### src/pkg/sbcirq_pkg.sv
// Purpose: Shared constants and carriers for the interrupt collector
// Assumes: 25 MHz system clock standing in for the internal oscillator
// Notes:   Source index layout is local to this block
package sbcirq_pkg;

    localparam int unsigned CLK_HZ          = 25000000;
    // Times in their own units, as specified
    localparam int unsigned TIMEOUT_US      = 6000;
    localparam int unsigned MIN_PULSE_US    = 10;
    // Longest time rounds down, least time rounds up
    localparam int unsigned TIMEOUT_CYC     = (TIMEOUT_US * (CLK_HZ / 1000000));
    localparam int unsigned MIN_PULSE_CYC   =
        (MIN_PULSE_US * CLK_HZ + 999999) / 1000000;

    // Source counts
    localparam int unsigned NUM_WAKE        = 4;
    localparam int unsigned NUM_FAIL        = 3;
    localparam int unsigned NUM_STATE       = 6;

    // Wake flag positions
    localparam int unsigned CAN_WAKE_FLAG          = 0;
    localparam int unsigned WK_LIN          = 1;
    localparam int unsigned WK_PIN          = 2;
    localparam int unsigned WK_PERIODIC     = 3;
    // Chip failure flag positions
    localparam int unsigned FL_SPI          = 0;
    localparam int unsigned FL_RESET        = 1;
    localparam int unsigned FL_WATCHDOG     = 2;
    // Latched-state flag positions
    localparam int unsigned ST_OVERTEMP     = 0;
    localparam int unsigned ST_CAN_FAIL     = 1;
    localparam int unsigned ST_LIN_FAIL     = 2;
    localparam int unsigned ST_OVERCURRENT  = 3;
    localparam int unsigned ST_UV2          = 4;
    localparam int unsigned ST_UV3          = 5;

    // Read-only command and interrupt register addresses
    localparam logic [2:0] CMD_READ_ONLY    = 3'h7;
    localparam logic [2:0] ADDR_IRQ0        = 3'h0;
    localparam logic [2:0] ADDR_IRQ1        = 3'h1;
    localparam logic [2:0] ADDR_IRQ2        = 3'h2;

    // Operating modes
    typedef enum logic [2:0] {
        SBCIRQ_INIT    = 3'b000,
        SBCIRQ_NORMAL  = 3'b001,
        SBCIRQ_STOP    = 3'b010,
        SBCIRQ_SLEEP   = 3'b011,
        SBCIRQ_RESTART = 3'b100,
        SBCIRQ_FAILSAFE = 3'b101
    } sbcirq_mode_e;

    // Pin sequencer states
    typedef enum logic [1:0] {
        SBCIRQ_IDLE = 2'b00,
        SBCIRQ_LOW  = 2'b01,
        SBCIRQ_GAP  = 2'b10
    } sbcirq_pin_e;

    // Read access from the serial decoder
    typedef struct packed {
        logic       strobe;
        logic [2:0] cmd;
        logic [2:0] addr;
    } sbcirq_rd_s;

    // Status read-back
    typedef struct packed {
        logic [NUM_WAKE-1:0]  wake;
        logic                 summary;
        logic [NUM_FAIL-1:0]  fail;
        logic [NUM_STATE-1:0] state;
    } sbcirq_stat_s;

endpackage

### src/sbcirq_collector.sv
// Purpose: Interrupt collector driving an open-drain interrupt pin
// Assumes: Event inputs are one-cycle pulses, conditions are levels
// Notes:   Pin enable low means the pin is pulled low by this block
// Operation
// RULE1 - Unmasked event pulls interrupt pin low
// RULE2 - Mask blocks pin, status still set
// RULE3 - Regulator undervoltage interrupts on both edges
// RULE4 - State bits latch failure until read
// RULE5 - Failure and wake flags clear on read
// RULE6 - Read-only of register zero releases pin
// RULE7 - Host reads zero, then one and two
// RULE8 - Summary bit set while any other bit; code ORs only failure and state bits, wake bits excluded
// RULE9 - Many events before read, one pulse
// RULE10 - Pin low at most the time-out
// RULE11 - Gap of time-out; pending event deferred
// RULE12 - Low pulse lasts at least minimum width
// RULE13 - Pin signalling only in normal, stop
// RULE14 - All masks enabled at reset, restart
// RULE15 - Switch-on sets undervoltage bit, raises interrupt
// RULE16 - Early read keeps bit; recovery re-interrupts
// RULE17 - No undervoltage interrupt while regulator off
// RULE18 - Regulator overtemp triggers on rising edge
// RULE19 - Deferred pulse kept though bits cleared
// RULE20 - Pin sampled as configuration in init
// RULE21 - Timer limits are design parameters
module sbcirq_collector
    import sbcirq_pkg::*;
#(
    parameter int unsigned TIMEOUT_CYCLES = TIMEOUT_CYC, // see RULE21
    parameter int unsigned PULSE_CYCLES   = MIN_PULSE_CYC
)(
    // Clock and reset
    input  wire logic                 clk_sys,
    input  wire logic                 rst_n,
    // Operating mode
    input  wire sbcirq_mode_e         mode,
    input  wire logic                 reset_out_n,
    // Event pulses
    input  wire logic [NUM_WAKE-1:0]  wake_evt,
    input  wire logic [NUM_FAIL-1:0]  fail_evt,
    // Live failure conditions
    input  wire logic [NUM_STATE-1:0] state_cond,
    // Regulator control
    input  wire logic                 reg2_on,
    input  wire logic                 reg3_on,
    input  wire logic                 reg2_switch_on,
    input  wire logic                 reg3_switch_on,
    // Masks, 1 enables a source
    input  wire logic                 mask_wr,
    input  wire logic [NUM_WAKE-1:0]  mask_wake_in,
    input  wire logic [NUM_FAIL-1:0]  mask_fail_in,
    input  wire logic [NUM_STATE-1:0] mask_state_in,
    // Serial read access
    input  wire sbcirq_rd_s           rd,
    // Status read-back
    output sbcirq_stat_s              stat,
    output logic                      can_wake_flag,
    output logic                      lin_wake_flag,
    output logic                      periodic_wake_flag,
    output logic                      bad_watchdog_cfg_flag,
    output logic                      overtemp_flag,
    output logic                      second_reg_undervolt_flag,
    output logic                      third_reg_undervolt_flag,
    // Configuration strap
    output logic                      cfg_sel_24,
    // Interrupt pin
    input  wire logic                 irq_pin_in,
    output logic                      irq_pin_out,
    output logic                      irq_pin_oe_n
);

    localparam int CW = $clog2(TIMEOUT_CYCLES + 1);
    localparam logic [CW-1:0] TO_LIM = CW'(TIMEOUT_CYCLES - 1);
    localparam logic [CW-1:0] PW_LIM = CW'(PULSE_CYCLES - 1);

    logic                 rst_meta;
    logic                 rst_sync_n;
    logic [NUM_WAKE-1:0]  wake_q;
    logic [NUM_FAIL-1:0]  fail_q;
    logic [NUM_STATE-1:0] state_q;
    logic [NUM_WAKE-1:0]  mask_wake;
    logic [NUM_FAIL-1:0]  mask_fail;
    logic [NUM_STATE-1:0] mask_state;
    logic [NUM_STATE-1:0] cond_d;
    logic [NUM_STATE-1:0] state_trig;
    logic [NUM_STATE-1:0] state_live;
    logic                 rd_irq0;
    logic                 rd_irq12;
    logic                 trig;
    logic                 pending;
    logic                 op_mode;
    sbcirq_pin_e          pin_st;
    logic [CW-1:0]        cnt;
    logic                 read_seen;

    // Read-only access decode
    function automatic logic is_read(input sbcirq_rd_s r,
                                     input logic [2:0] a);
        return r.strobe && (r.cmd == CMD_READ_ONLY) && (r.addr == a);
    endfunction

    // Reset release
    always_ff @(posedge clk_sys or negedge rst_n)
    begin
        if (!rst_n)
        begin
            rst_meta   <= 1'b0;
            rst_sync_n <= 1'b0;
        end
        else
        begin
            rst_meta   <= 1'b1;
            rst_sync_n <= rst_meta;
        end
    end

    assign rd_irq0  = is_read(rd, ADDR_IRQ0);
    assign rd_irq12 = is_read(rd, ADDR_IRQ1) || is_read(rd, ADDR_IRQ2);
    assign op_mode  = (mode == SBCIRQ_NORMAL) || (mode == SBCIRQ_STOP);

    // Live conditions, undervoltage ones gated by regulator enable
    always_comb
    begin
        state_live = state_cond;
        state_live[ST_UV2] = state_cond[ST_UV2] && reg2_on; // see RULE17
        state_live[ST_UV3] = state_cond[ST_UV3] && reg3_on; // see RULE17
    end

    // Edge triggers per state source
    always_comb
    begin
        state_trig = state_live & ~cond_d; // see RULE18
        state_trig[ST_UV2] = (state_live[ST_UV2] ^ cond_d[ST_UV2])
                             && reg2_on; // see RULE3
        state_trig[ST_UV3] = (state_live[ST_UV3] ^ cond_d[ST_UV3])
                             && reg3_on; // see RULE3
        state_trig[ST_UV2] |= reg2_switch_on; // see RULE15
        state_trig[ST_UV3] |= reg3_switch_on; // see RULE15
    end

    always_ff @(posedge clk_sys or negedge rst_sync_n)
    begin
        if (!rst_sync_n)
            cond_d <= '0;
        else
            cond_d <= state_live;
    end

    // Masks, all enabled after reset and restart
    always_ff @(posedge clk_sys or negedge rst_sync_n)
    begin
        if (!rst_sync_n)
        begin
            mask_wake  <= '1; // see RULE14
            mask_fail  <= '1;
            mask_state <= '1;
        end
        else if (mode == SBCIRQ_RESTART)
        begin
            mask_wake  <= '1; // see RULE14
            mask_fail  <= '1;
            mask_state <= '1;
        end
        else if (mask_wr)
        begin
            mask_wake  <= mask_wake_in;
            mask_fail  <= mask_fail_in;
            mask_state <= mask_state_in;
        end
    end

    // Event flags, set wins over read clear
    always_ff @(posedge clk_sys or negedge rst_sync_n)
    begin
        if (!rst_sync_n)
        begin
            wake_q <= '0;
            fail_q <= '0;
        end
        else
        begin
            wake_q <= (rd_irq0 ? '0 : wake_q) | wake_evt; // see RULE5
            fail_q <= (rd_irq12 ? '0 : fail_q) | fail_evt; // see RULE5
        end
    end

    // State flags latch, then follow the live condition after read
    generate
        for (genvar i = 0; i < NUM_STATE; i++)
        begin : g_state
            always_ff @(posedge clk_sys or negedge rst_sync_n)
            begin
                if (!rst_sync_n)
                    state_q[i] <= 1'b0;
                else if (state_trig[i] && (state_live[i] ||
                         i == ST_UV2 || i == ST_UV3) &&
                         !(cond_d[i] && !state_live[i]))
                    state_q[i] <= 1'b1; // see RULE4
                else if (rd_irq12)
                    state_q[i] <= state_live[i]; // see RULE16
            end
        end
    endgenerate

    assign trig = op_mode && (|(wake_evt & mask_wake) |
                  |(fail_evt & mask_fail) |
                  |(state_trig & mask_state)); // see RULE2

    // Pin sequencer: low, then gap; events merge into one pending
    always_ff @(posedge clk_sys or negedge rst_sync_n)
    begin
        if (!rst_sync_n)
        begin
            pin_st    <= SBCIRQ_IDLE;
            cnt       <= '0;
            pending   <= 1'b0;
            read_seen <= 1'b0;
        end
        else if (!op_mode)
        begin
            pin_st    <= SBCIRQ_IDLE; // see RULE13
            cnt       <= '0;
            pending   <= 1'b0;
            read_seen <= 1'b0;
        end
        else
        begin
            case (pin_st)
                SBCIRQ_IDLE:
                begin
                    cnt       <= '0;
                    read_seen <= 1'b0;
                    if (trig || pending)
                    begin
                        pin_st  <= SBCIRQ_LOW; // see RULE1
                        pending <= 1'b0;
                    end
                end
                SBCIRQ_LOW: // see RULE9
                begin
                    cnt       <= cnt + CW'(1);
                    read_seen <= read_seen || rd_irq0;
                    if (((read_seen || rd_irq0) && cnt >= PW_LIM)
                        || cnt == TO_LIM) // see RULE6 RULE10 RULE12
                    begin
                        pin_st <= SBCIRQ_GAP;
                        cnt    <= '0;
                    end
                end
                SBCIRQ_GAP:
                begin
                    cnt <= cnt + CW'(1);
                    if (trig)
                        pending <= 1'b1; // see RULE11 RULE19
                    if (cnt == TO_LIM)
                    begin
                        pin_st <= SBCIRQ_IDLE;
                        cnt    <= '0;
                    end
                end
                default:
                    pin_st <= SBCIRQ_IDLE;
            endcase
        end
    end

    // Pin drive and configuration strap
    always_ff @(posedge clk_sys or negedge rst_sync_n)
    begin
        if (!rst_sync_n)
        begin
            irq_pin_oe_n <= 1'b1;
            irq_pin_out  <= 1'b0;
            cfg_sel_24   <= 1'b0;
        end
        else
        begin
            irq_pin_oe_n <= !(op_mode && pin_st == SBCIRQ_LOW); // see RULE1
            irq_pin_out  <= 1'b0;
            if (mode == SBCIRQ_INIT && !reset_out_n)
                cfg_sel_24 <= irq_pin_in; // see RULE20
        end
    end

    // Status outputs
    always_ff @(posedge clk_sys or negedge rst_sync_n)
    begin
        if (!rst_sync_n)
        begin
            stat                      <= '0;
            can_wake_flag             <= 1'b0;
            lin_wake_flag             <= 1'b0;
            periodic_wake_flag        <= 1'b0;
            bad_watchdog_cfg_flag     <= 1'b0;
            overtemp_flag             <= 1'b0;
            second_reg_undervolt_flag <= 1'b0;
            third_reg_undervolt_flag  <= 1'b0;
        end
        else
        begin
            stat.wake    <= wake_q;
            stat.summary <= |fail_q || |state_q; // see RULE8
            stat.fail    <= fail_q;
            stat.state   <= state_q;
            can_wake_flag             <= wake_q[CAN_WAKE_FLAG];
            lin_wake_flag             <= wake_q[WK_LIN];
            periodic_wake_flag        <= wake_q[WK_PERIODIC];
            bad_watchdog_cfg_flag     <= fail_q[FL_WATCHDOG];
            overtemp_flag             <= state_q[ST_OVERTEMP];
            second_reg_undervolt_flag <= state_q[ST_UV2];
            third_reg_undervolt_flag  <= state_q[ST_UV3];
        end
    end
endmodule

### config.mk
export PLATFORM = sky130hd
export DESIGN_NAME = sbcirq_collector
export DESIGN_NICKNAME = d
export VERILOG_FILES = /design/src/pkg/sbcirq_pkg.sv /design/src/sbcirq_collector.sv
export SDC_FILE = /design/constraint.sdc
export NUM_CORES = 1
export LEC_CHECK = 0
export BUFFER_PORTS_ARGS = -buffer_cell sky130_fd_sc_hd__buf_2
export CAP_MARGIN = 10
export CORE_MARGIN = 5
export CORE_UTILIZATION = 35
export CTS_CLUSTER_SIZE = 14
export DETAILED_ROUTE_END_ITERATION = 16
export GPL_TIMING_DRIVEN = 0
export SYNTH_ARGS = -nofsm -noshare
export SYNTH_HDL_FRONTEND = slang
export SYNTH_SLANG_ARGS = --single-unit
### constraint.sdc
create_clock -name clk_sys -period 2.1 [get_ports clk_sys]
set_input_delay 0 -clock clk_sys [delete_from_list [all_inputs] [get_ports clk_sys]]
set_output_delay 0 -clock clk_sys [all_outputs]
set_load 0.03 [all_outputs]
# == After elaboration in Yosys (flattened, before gate mapping) ==
# Cells that the tools add are included.
# word_totals
out_inout_bits,24
memories,0
ramBits,0
rom_bits,0
in_bits,45
register_bits,79
latchBits,0
wordCells,162
# op_classes
bitwise_logic,13
n_reduce_logical,65
n_addsub,1
shifts,0
n_eq_ne,16
div,0
n_lt_le_gt_ge,1
mux,35
multipliers,0
# ops
cell,n
two-way mux 18 bit,3
case mux 18 bit (3 select lines),1
logical AND 1 bit,28
"adder 18 x 1 -> 18 bit, second input constant",1
"equality test 18 bit, second input constant",1
">= comparator 18 x 8 -> 1 bit, second input constant",1
two-way mux 1 bit,16
logical NOT 1 bit,14
nonzero test 2 bit,7
two-way mux 4 bit,3
two-way mux 6 bit,2
"!= test 3 bit, second input constant",4
OR reduction 6 bit,2
two-way mux 3 bit,3
bitwise AND 4 bit,2
two-way mux 2 bit,4
bitwise AND 6 bit,1
"equality test 3 x 1 -> 1 bit, second input constant",2
"equality test 3 x 2 -> 1 bit, second input constant",2
"equality test 3 bit, second input constant",2
logical NOT 3 bit,2
logical OR 1 bit,6
"!= test 3 x 1 -> 1 bit, second input constant",2
case mux 2 bit (3 select lines),1
other kinds (14),21

# == Depth between registers and ports, before layout ==
# Gate-level depths: netlist of run 1.
# depth
depth_word,12
depth_mapped,9
ltp_nobuf,8

# == Worst setup path before layout of run 1 ==
# No wires, ideal clock.
# synth_timing
kind,register to register
start,register cnt[0]
end,register cnt[3]
path_stages_with_launch,10
arrival_time_ps,1967
path_slack_ps,15
path_buffers,1
setup_time_ps,118
period_less_slack_ps,2085
t_required_ps,1982
cell_sequence,dfrtp_1 inv_1 ha_1 nor3b_1 or3_4 a221oi_4 or2_0 buf_2 o21ai_1 a21o_1
# synth_between
elab_chain_len,6
word_cells_on_any_way,9
classes_between,1 x add/sub; 1 x order compare; 1 x eq/ne; 4 x mux; 2 x reduce/logical
# synth_lines
element,line,source
start: declaration,sbcirq_collector.sv:93,logic [CW-1:0] cnt;
start signal: assignment,sbcirq_collector.sv:241,cnt <= cnt + CW'(1);
start signal: assignment,sbcirq_collector.sv:252,cnt <= cnt + CW'(1);
>= comparator 18 x 8 -> 1 bit,sbcirq_collector.sv:243,if (((read_seen || rd_irq0) && cnt >= PW_LIM)
logical AND 1 bit,sbcirq_collector.sv:243,
logical OR 1 bit,sbcirq_collector.sv:244,|| cnt == TO_LIM)
two-way mux 18 bit,sbcirq_collector.sv:243,
case mux 18 bit (3 select lines) (*),sbcirq_collector.sv:228,case (pin_st)
two-way mux 18 bit (*),sbcirq_collector.sv:219,else if (!op_mode)
# Every way passes the cells marked *; elsewhere a longest branch is shown, timed or not.
# A chain may end at the register's enable or synchronous reset.

# == Worst setup path after layout of run 1 ==
# layout_timing
start,register cnt[1]
end,register cnt[3]
# The elaborated chain is that of the path after synthesis.

==> summary.md, run 1 <==
| Metric | Value |
|---|---|
| Clock Skew | `0.009023 ns` |
| Worst Setup End Kind | `register` |
| R2R Setup Slk | `-0.1 ns` |
| P_leak | `1.930 nW` |
| Worst reg2reg path depth | `9` |
| Commonest non-fill, non-tap cell in the layout | `buf_2` |
| TritonCTS Buffers | `9` |
| Num rows | `35` |
| # DRC | `0` |
| Hold Path Depth | `3` |
| Hold wc startpoint | `reg2_on` |
| #FFs+latches synth | `72` |
| Vias per inst | `4.943` |
| Drt pass-1 iters | `4` |
| H-tree depth | `3` |
| Max incr delay on CP | `0.40 ns` |
| Syn nets | `353` |
| Initial drt markers | `91` |
| Worst-Margin Slew | `0.7410 ns` |
| Share of post-route cells with drive strength above 1 | `0.3550` |
| Starting Density | `0.3564` |
| Run status | `complete, but fails checks` |
| Synth unique cells | `between 40 and 50` |
| ANT cells | `0` |
| XOR/XNOR Fraction of Synth Area | `0.005370` |
| Post-synth ARST share | `1.000` |
| Most frequent cells in the layout | `67 x buf_2, 54 x dfrtp_1, 36 x dlygate4sd3_1, 35 x nand2_1, 21 x buf_4` |
| Port Buffer Count | `66` |
| Mapped Cells | `300` |
| Core ar. | `0.009153 mm²` |
| Top cell family by delay on the critical path | `simple AND/OR/NAND/NOR gates` |
| Final hold viol count | `0` |
| Final worst slack | `-0.09587 ns` |
| Vias in the first global route | `2653` |
| CTS tree | `built` |
| Worst r2r src | `cnt[1]` |
| Post-detail-place hpwl | `5206 µm` |
| Max Clock Freq | `455.4 MHz` |
| Rel. slew slack | `0.5033` |
| Pre-CTS setup slack | `-0.2711 ns` |
| Die W | `106.5 µm` |
| Number of synthesis warnings | `0` |
| Initial antenna violation count | `0` |
| Final WL | `between 7000 and 8000 µm` |
| Reg2reg end | `cnt[3]` |
| Critical path data required time | `2.34 ns` |
| Post-synth EDFFs | `0` |
| Crit path kind | `reg -> reg` |
| Hold Crit Class | `in -> reg` |
| Mux cell area share after synthesis | `0.05255` |
| GRT Total Usage | `0.1406` |
| Design area | `0.004497 mm²` |
| Hold Crit Endpoint | `state_q[4]` |
| IO Pins | `69` |
| Critical path cell sequence | `inv_2 > ha_2 > nor3b_4 > or3_4 > a221oi_4 > or2_0 > buf_4 > nor3_1 > a21o_1` |
| Largest net degree at the start of global routing | `between 70 and 80` |
| Peak VDD IR | `roughly 460 µV` |
| Post-synthesis sequential area ratio | `0.5577` |
| Fin crit period | `2.196 ns` |
| Compound-Gate Fraction of Synth Area | `0.1300` |
| Simple-Gate Fraction of Synth Area | `0.1753` |
| CTS max path bufs | `2` |
| Max-Cap Viols | `0` |
| Final setup fails | `18` |
| Mapped Area | `~0.0033 mm²` |
| RSZ-0062 raised after global routing | `yes` |
| Gpl congestion | `0.8044` |
| Post-detailed-route wirelength per cell | `14.37 µm` |
| Post-Syn Area per Cell | `10.87 µm²` |
| Vias | `2679` |
| Root Driver | `clkbuf_8` |
| CP max stage cell | `dfrtp_1` |
| # nets final | `~480` |
| Crit path buf inv count | `2` |
| Routed Antenna Nets | `0` |
| PwrDens | `about 690 mW/mm²` |
| Syn-to-layout area delta | `37.86%` |
| Worst-skew pair later-pin latency | `between 0.3 and 0.4 ns` |
| Crit path DAT | `2.44 ns` |
| Die Y | `106.5 µm` |
| Final Slew Violations | `0` |
| Failing checks | `negative setup slack` |
| CP startpoint kind | `register` |
| Crit path max fanout | `7` |
| Main flop type after synthesis | `dfrtp_1` |
| Final worst path period share | `1.046` |
| Clk pin slew, worst setup/hold paths | `about 0.080 ns` |
| First-pass GRT wire length | `12700 µm` |
| Die area | `~0.011 mm²` |
| Post-placement cell area | `around 0.0038 mm²` |
| Largest family of logic cells by synthesized area | `simple AND/OR/NAND/NOR gates` |
| Grt ovf | `0` |
| Post-Synth Adder-Cell Area | `0.03069` |
| Clk sinks | `a little over 70` |
==> cell type report <==
cell class,instances,area [µm²]
clock buffer,9,123.9
multi-input combinational,198,1375
buffer,16,110.1
timing repair buffer,115,808.3
tap,111,138.9
fill,823,4656
inverter,14,52.55
sequential,72,1827
clock inverter,7,61.31
==> cell usage after synthesis (all sizes together), types with 3 or more instances <==
library cell,instances,share of area
nor4,4,0.0077
nor2b,3,0.0058
clkbuf,4,0.0046
a21o,8,0.018
nor3,8,0.012
nand4,6,0.013
a22o,5,0.013
dfrtp,58,0.44
or3,12,0.026
a31oi,8,0.015
nor2,8,0.0092
a21oi,18,0.028
buf,12,0.025
dfstp,14,0.11
nand3,14,0.023
inv,14,0.016
nand2,35,0.040
and3,4,0.0077
mux2i,16,0.049
ha,8,0.031
o21ai,13,0.020
==> layer usage <==
metal,vias to the layer above,GRT usage,routed length (µm)
met5,-,0,0
met4,0,0.05845,114
met3,8,0.03400,316
met2,55,0.2199,3848
met1,1306,0.1870,3511
li1,1310,-,-
==> state kept, by name, indices dropped and copies added, names as in the netlist, 2 cells and up <==
name and cells:
stat 12, mask_fail 3, fail_q 3, cond_d 6, mask_state 6, pin_st 2, cnt 18, mask_wake 4
wake_q 4, state_q 6
==> where the power goes <==
part           internal [mW]  switching [mW]
logic                  0.275           0.283
clock network          0.451           0.572
registers               1.47          0.0352
total                   2.19           0.890
==> worst min-delay path, cell delays in order <==
cell and delay [ns]:
buf_2 0.10, a21oi_1 0.08, o221ai_1 0.16
==> cells by family (layout without fill, tap and decap cells) <==
kind of cell | count (synthesis) | count (layout)
AOI/OAI and AO/OA | 62 | 62
xor gates and xnor gates | 2 | 2
adders and majority gates | 8 | 8
buffers and inverters | 30 | 161
DFF | 72 | 72
muxes | 17 | 17
other | 2 | 2
and+or+nand+nor | 107 | 107
==> worst max-delay path by stage <==
stage                       from  endpoint  slack, ns  cells past startpoint
after floorplan           cnt[0]    cnt[3]       0.02                      9
after global routing      cnt[1]    cnt[3]      -0.17                      9
after global placement    cnt[0]    cnt[3]      -0.26                      9
final                     cnt[1]    cnt[3]       -0.1                      9
after detailed placement  cnt[0]    cnt[3]      -0.27                      9
after CTS                 cnt[0]    cnt[3]      -0.04                      9
==> metrics by stage <==
step,total power [mW],hold WS (ns),cells,TNS [ns],util
global route,3.245,0.04928,542,-2.318,0.4913
floorplan,1.798,-0.2956,300,0,-
global placement,1.930,-0.2143,477,-3.316,0.4078
finish,3.084,0.02731,542,-0.6721,0.4913
detailed placement,1.944,-0.2123,478,-3.544,0.4111
CTS,3.083,0.006452,537,-0.06093,0.4828
==> what timing repair did <==
action | CTS | global route
endpoints found under the hold margin | 36 | 0
pin swaps | 7 | 13
setup endpoints to repair | 20 | 20
hold buffers | 36 | 0
cloned | 0 | 1
gates resized for setup | 17 | 13
buffers inserted | 7 | 4
(Power assumes the default switching activity.)
==> run 2: changes to the inputs <==
- CORE_ASPECT_RATIO: not set -> 0.7
- SETUP_SLACK_MARGIN: not set -> 0.3
==> summary.md, run 2 (synthesis gave the netlist of run 1 again) <==
| Metric | Value |
|---|---|
| Clock Skew | `0.004058 ns (-0.004965 ns)` |
| Met1 global-route usage | `0.2188 (+0.03180)` |
| Met3 global-route usage | `0.04255 (+0.008552)` |
| Largest net degree at the start of global routing | `71 (unchanged)` |
| Hold Crit Class | `in -> reg` |
| Share of post-route cells with drive strength above 1 | `0.3855 (+0.03053)` |
| Die W | `125.4 µm (+18%)` |
| Seq pwr share | `0.426 (-0.062)` |
| Core ar. | `0.009071 mm² (-0.89%)` |
| Initial drt markers | `119 (+31%)` |
| Final hold viol count | `0 (unchanged)` |
| Initial antenna violation count | `0 (unchanged)` |
| Routed Antenna Nets | `0 (unchanged)` |
| Design area | `0.004661 mm² (+3.6%)` |
| H-tree depth | `3 (unchanged)` |
| Num rows | `29 (-17%)` |
| TritonCTS Buffers | `9 (unchanged)` |
| Rel. slew slack | `0.4052 (-0.09807)` |
| Worst-Margin Slew | `0.8922 ns (+0.1511 ns)` |
| Critical path data required time | `2.33 ns (about the same)` |
| First-pass GRT wire length | `13940 µm (+9.8%)` |
| Vias per inst | `4.946 (about the same)` |
| Failing checks | `negative setup slack` |
| P_leak | `1.972 nW (+2.2%)` |
| CP max stage cell | `dfrtp_2` |
| ANT cells | `0 (unchanged)` |
| GR peak layer | `met2` |
| Grt ovf | `0 (unchanged)` |
| Routing usage on met2 | `0.2250 (+0.005046)` |
| Largest regs | `cnt: 18 flops, stat: 12 flops` |
| Gpl congestion | `0.8144 (+1.2%)` |
| Post-detail-place hpwl | `5586 µm (+7.3%)` |
| Pwr Total | `3.595 mW (+17%)` |
| Crit path kind | `reg -> reg` |
| Fin crit period | `2.108 ns (-0.08772 ns)` |
| Critical path cell sequence | `inv_2 > ha_4 > nor3b_4 > or3_4 > a221oi_4 > or2_0 > buf_4 > o21ai_1 > a21o_1` |
| Final worst slack | `-0.008146 ns (+0.08772 ns)` |
| # DRC | `0 (unchanged)` |
| Final setup fails | `1 (-17)` |
| Vias | `2730 (+1.9%)` |
| # nets final | `476 (-0.63%)` |
| Final Slew Violations | `0 (unchanged)` |
| Max Clock Freq | `474.4 MHz (+4.2%)` |
| Worst Setup End Kind | `register` |
| Drt pass-1 iters | `4 (unchanged)` |
| Peak VDD IR | `509.8 µV (+11%)` |
| CP startpoint kind | `register` |
| Syn-to-layout area delta | `42.88%` |
| Vias in the first global route | `2689 (+1.4%)` |
| Die area | `0.01138 mm² (+0.27%)` |
| Most frequent cells in the layout | `67 x buf_2, 53 x dfrtp_1, 35 x dlygate4sd3_1, 34 x nand2_1, 19 x buf_4` |
| Clk sinks | `72 (unchanged)` |
| Worst-skew pair later-pin latency | `0.33 ns (-0.02 ns)` |
| Port Buffer Count | `66 (unchanged)` |
| IO Pins | `69 (unchanged)` |
| Final instance count without filler cells | `552 (+1.8%)` |
| Root Driver | `clkbuf_16` |
| Die Y | `90.77 µm (-15%)` |
| Dpl cells | `490 (+2.5%)` |
| Number of flip-flops under the largest register name | `18 (unchanged)` |
| Final worst path period share | `1.004 (-0.04177)` |
| Final WL | `8328 µm (+6.9%)` |
| Starting Density | `0.3596 (+0.003195)` |
| Biggest register | `cnt` |
| Sw Share | `0.2537 (-0.03496)` |
| Run status | `complete, but fails checks` |
| Crit path max fanout | `7 (unchanged)` |
| Pre-CTS setup slack | `-0.2188 ns (+0.05233 ns)` |
| Post-placement cell area | `0.003802 mm² (+1.1%)` |
| Fin Setup TNS | `-0.008146 ns (+0.6639 ns)` |
| Int Power | `2.683 mW (+22%)` |
| Clk pin slew, worst setup/hold paths | `0.06 ns (-0.02 ns)` |
| RSZ-0062 raised after global routing | `yes` |
| PwrDens | `771.4 mW/mm² (+12%)` |
| CTS max path bufs | `2 (unchanged)` |
| Crit path DAT | `2.34 ns (-0.10 ns)` |
| Post-detailed-route wirelength per cell | `15.09 µm (+5.0%)` |
| Max-Cap Viols | `0 (unchanged)` |
| Clock power frac | `0.431 (+0.099)` |
| Commonest non-fill, non-tap cell in the layout | `buf_2` |
| Max incr delay on CP | `0.41 ns (about the same)` |
| GRT Total Usage | `0.1541 (+0.01350)` |
| Fillers | `840 (+2.1%)` |
| Net Sw Power | `0.9121 mW (+2.5%)` |
| CTS tree | `built` |
| Logic pwr share | `0.143 (-0.038)` |
-- run 2: worst max-delay path: cells and delay by family (launching register included) --
kind / cells / cell delay (ns)
and+or+nand+nor: 3 / 0.63
adders and majority gates: 1 / 0.15
AOI/OAI and AO/OA: 3 / 0.61
buffers and inverters: 2 / 0.21
DFF: 1 / 0.41
-- run 2: repair_timing --
action	in CTS	in global routing
buffers inserted	9	2
gates resized for setup	12	20
hold endpoints to repair	35	0
hold buffers	35	0
pin swaps	6	6
setup endpoints to repair	20	21
cloned	0	0
-- run 2: worst paths after layout --
| kind | end | depth (start not counted) | slack [ns] | from |
|---|---|---|---|---|
| max | cnt[3] | 9 | -0.008 | cnt[0] |
| min | state_q[4] | 3 | 0.01 | reg2_on |
| max reg2reg | cnt[3] | 9 | -0.008 | cnt[0] |
| min reg2reg | rst_sync_n | 0 | 0.36 | rst_meta |
| max in group asynchronous | cnt[10] | 0 | 1.01 | rst_sync_n |
| min in group asynchronous | cfg_sel_24 | 0 | 0.46 | rst_sync_n |
-- run 2: layer usage --
| layer | vias up | routed length, µm |
|---|---|---|
| li1 | 1306 | - |
| met1 | 1359 | 4157 |
| met2 | 53 | 3682 |
| met3 | 12 | 359 |
| met4 | 0 | 129 |
| met5 | - | 0 |
-- run 2: power groups by stage --
stage / Clock, mW / Sequential, mW / Combinational, mW
2_1_floorplan: 0 / 1.56 / 0.246
3_3_place_gp: 0 / 1.55 / 0.387
3_5_place_dp: 0 / 1.56 / 0.393
4_1_cts: 1.59 / 1.53 / 0.491
5_1_grt: 1.65 / 1.55 / 0.563
6_report: 1.55 / 1.53 / 0.513
-- run 2: cell type report --
class | instances | area, µm² | share of cell area
flip-flops and latches | 72 | 1828 | 0.3922
multi-input cells | 198 | 1441 | 0.3093
repair buffers | 112 | 767.0 | 0.1646
clock buffers | 10 | 239.0 | 0.05128
well taps | 124 | 155.1 | 0.03329
plain buffers | 16 | 110.1 | 0.02362
clock inverters | 6 | 67.56 | 0.01450
inverters | 14 | 52.55 | 0.01128
-- run 2: per-stage QoR --
stage,util,hold WS [ns]
2_1_floorplan,-,-0.2956
3_3_place_gp,0.4189,-0.2135
3_5_place_dp,0.4192,-0.2109
4_1_cts,0.5030,0.01319
5_1_grt,0.5138,0.03893
6_report,0.5138,0.01126
==> run 3: changes to the inputs <==
- clock period: 2.1 -> 1.8 ns (I/O delays scaled with it)
==> summary.md, run 3 (synthesis gave the netlist of run 1 again) <==
| Metric | Value |
|---|---|
| Run status | `complete, but fails checks` |
| Failing checks | `negative setup slack` |
| H-tree depth | `3 (unchanged)` |
| Dpl cells | `491 (+0.20%)` |
| Max-Cap Viols | `0 (unchanged)` |
| Biggest register | `cnt` |
| Critical path data required time | `2.01 ns (-0.32 ns)` |
| Crit path from | `cnt[0]` |
| Vias in the first global route | `2854 (+6.1%)` |
| Crit path kind | `reg -> reg` |
| Hold Crit Class | `in -> reg` |
| Logic pwr share | `0.148 (+0.005)` |
| ANT cells | `0 (unchanged)` |
| Vias per inst | `5.018 (+1.5%)` |
| Fin Setup TNS | `-5.108 ns (-5.100 ns)` |
| # nets final | `469 (-1.5%)` |
| Fillers | `831 (-1.1%)` |
| Final Slew Violations | `0 (unchanged)` |
| Die W | `125.4 µm (unchanged)` |
| Die area | `0.01138 mm² (unchanged)` |
| Reg2reg end | `cnt[10]` |
| Core ar. | `0.009071 mm² (unchanged)` |
| Worst reg2reg path depth | `8 (-1)` |
| GRT Total Usage | `0.1569 (+0.002800)` |
| Share of post-route cells with drive strength above 1 | `0.3634 (-0.02209)` |
| Initial antenna violation count | `0 (unchanged)` |
| Worst r2r src | `cnt[0]` |
| Worst-Margin Slew | `0.7738 ns (-0.1184 ns)` |
| Syn-to-layout area delta | `41.31%` |
| Number of flip-flops under the largest register name | `18 (unchanged)` |
| Largest net degree at the start of global routing | `63 (-11%)` |
| Post-layout util | `0.5081 (-0.005655)` |
| Design area | `0.004609 mm² (-1.1%)` |
| TritonCTS Buffers | `9 (unchanged)` |
| Seq pwr share | `0.414 (-0.012)` |
| Max Clock Freq | `475.0 MHz (+0.15%)` |
| Grt ovf | `0 (unchanged)` |
| # DRC | `0 (unchanged)` |
| Rel. slew slack | `0.4841 (+0.07891)` |
| Post-detailed-route wirelength per cell | `15.28 µm (+1.3%)` |
| CP max stage cell | `dfrtp_2` |
| Num rows | `29 (unchanged)` |
| Vias | `2735 (+0.18%)` |
| Clock Skew | `0.005165 ns (+0.001107 ns)` |
| Port Buffer Count | `66 (unchanged)` |
| Worst Hold Slack | `0.01524 ns (+0.003976 ns)` |
| Final hold viol count | `0 (unchanged)` |
| CP endpoint | `cnt[10]` |
| R2R Setup Slk | `-0.31 ns (-0.30 ns)` |
| Clock power frac | `0.438 (+0.007)` |
| CTS max path bufs | `2 (unchanged)` |
| Sw Share | `0.2430 (-0.01065)` |
| Clk sinks | `72 (unchanged)` |
| Most frequent cells in the layout | `67 x buf_2, 55 x dfrtp_1, 35 x nand2_1, 33 x dlygate4sd3_1, 16 x mux2i_1` |
| Post-placement cell area | `0.003845 mm² (+1.1%)` |
| Pwr Total | `4.271 mW (+19%)` |
| Crit path DAT | `2.32 ns (-0.02 ns)` |
| First-pass GRT wire length | `14460 µm (+3.7%)` |
| Commonest non-fill, non-tap cell in the layout | `buf_2` |
| P_leak | `1.950 nW (-1.1%)` |
| Peak VDD IR | `545.9 µV (+7.1%)` |
| Final instance count without filler cells | `545 (-1.3%)` |
| Clk pin slew, worst setup/hold paths | `0.05 ns (about the same)` |
| Gpl congestion | `0.8274 (+1.6%)` |
| Root Driver | `clkbuf_16` |
| Crit path max fanout | `10 (+3)` |
| Final worst slack | `-0.3051 ns (-0.2969 ns)` |
| Fin crit period | `2.105 ns (-0.003056 ns)` |
| Int Power | `3.233 mW (+20%)` |
| PwrDens | `926.6 mW/mm² (+20%)` |
| Die Y | `90.77 µm (unchanged)` |
| CTS tree | `built` |
| Routed Antenna Nets | `0 (unchanged)` |
| Final worst path period share | `1.169 (+0.1656)` |
| Post-detail-place hpwl | `5874 µm (+5.2%)` |
| RSZ-0062 raised after global routing | `yes` |
| Pre-CTS setup slack | `-0.5259 ns (-0.3071 ns)` |
| Critical path cell sequence | `ha_2 > and3_4 > or2b_4 > o311ai_4 > nor2_1 > buf_6 > nand3_2 > o31ai_1` |
| IO Pins | `69 (unchanged)` |
| Net Sw Power | `1.038 mW (+14%)` |
| Final WL | `8326 µm (about the same)` |
| Worst Setup End Kind | `register` |
| Drt pass-1 iters | `4 (unchanged)` |
| Starting Density | `0.3596 (unchanged)` |
| Largest regs | `cnt: 18 flops, stat: 12 flops` |
| Final setup fails | `20 (+19)` |
| Initial drt markers | `171 (+44%)` |
| Max incr delay on CP | `0.44 ns (+0.03 ns)` |
| Worst-skew pair later-pin latency | `0.33 ns (about the same)` |
| CP startpoint kind | `register` |
run 3: power by group through the flow:
stage | Sequential (mW) | Combinational, mW | Clock (mW)
6_report | 1.77 | 0.632 | 1.87
5_1_grt | 1.78 | 0.694 | 1.99
4_1_cts | 1.77 | 0.621 | 1.91
3_5_place_dp | 1.79 | 0.502 | 0
3_3_place_gp | 1.81 | 0.460 | 0
2_1_floorplan | 1.82 | 0.290 | 0
run 3: layer usage:
layer  part of all wire  global-route usage  wire length, µm  vias up
met2               0.44              0.2254             3626       75
met3              0.055             0.04137              456        7
li1                   -                   -                -     1292
met1               0.50              0.2303             4161     1361
met5                  0                   0                0        -
met4             0.0098             0.04874               82        0
run 3: worst min path at each step:
stage	cells after the start	slack, ns	start	to
3_5_place_dp	1	-0.21	rst_n	rst_meta
3_3_place_gp	1	-0.21	rst_n	rst_meta
4_1_cts	3	0.007	reset_out_n	cfg_sel_24
2_1_floorplan	0	-0.30	rst_n	rst_meta
5_1_grt	3	0.03	reset_out_n	cfg_sel_24
6_report	3	0.02	reg2_on	state_q[4]
run 3: layout make-up:
type,instances,area [µm²],share of cell area
plain buffers,16,110.1,0.02389
clock buffers,11,232.7,0.05049
clock inverters,5,81.33,0.01764
inverters,14,52.55,0.01140
multi-input cells,198,1426,0.3094
flip-flops and latches,72,1826,0.3960
well taps,124,155.1,0.03366
repair buffers,105,725.7,0.1574
run 3: repair_timing:
action                                  CTS  global route
setup buffers                             5             0
gates resized for setup                  18             5
endpoints found under the hold margin    35             0
endpoints found under the setup margin   21            21
gates cloned                              0             0
pin swaps                                 9             2
hold buffers                             33             0
run 3: worst max-delay path, delay by kind of cell (launching register included):
family | cells | cell delay [ns]
AND/OR/NAND/NOR | 4 | 0.77
flip-flops | 1 | 0.44
AO/OA/AOI/OAI | 2 | 0.38
adder cells (fa/ha/maj) | 1 | 0.21
buffers and inverters | 1 | 0.20
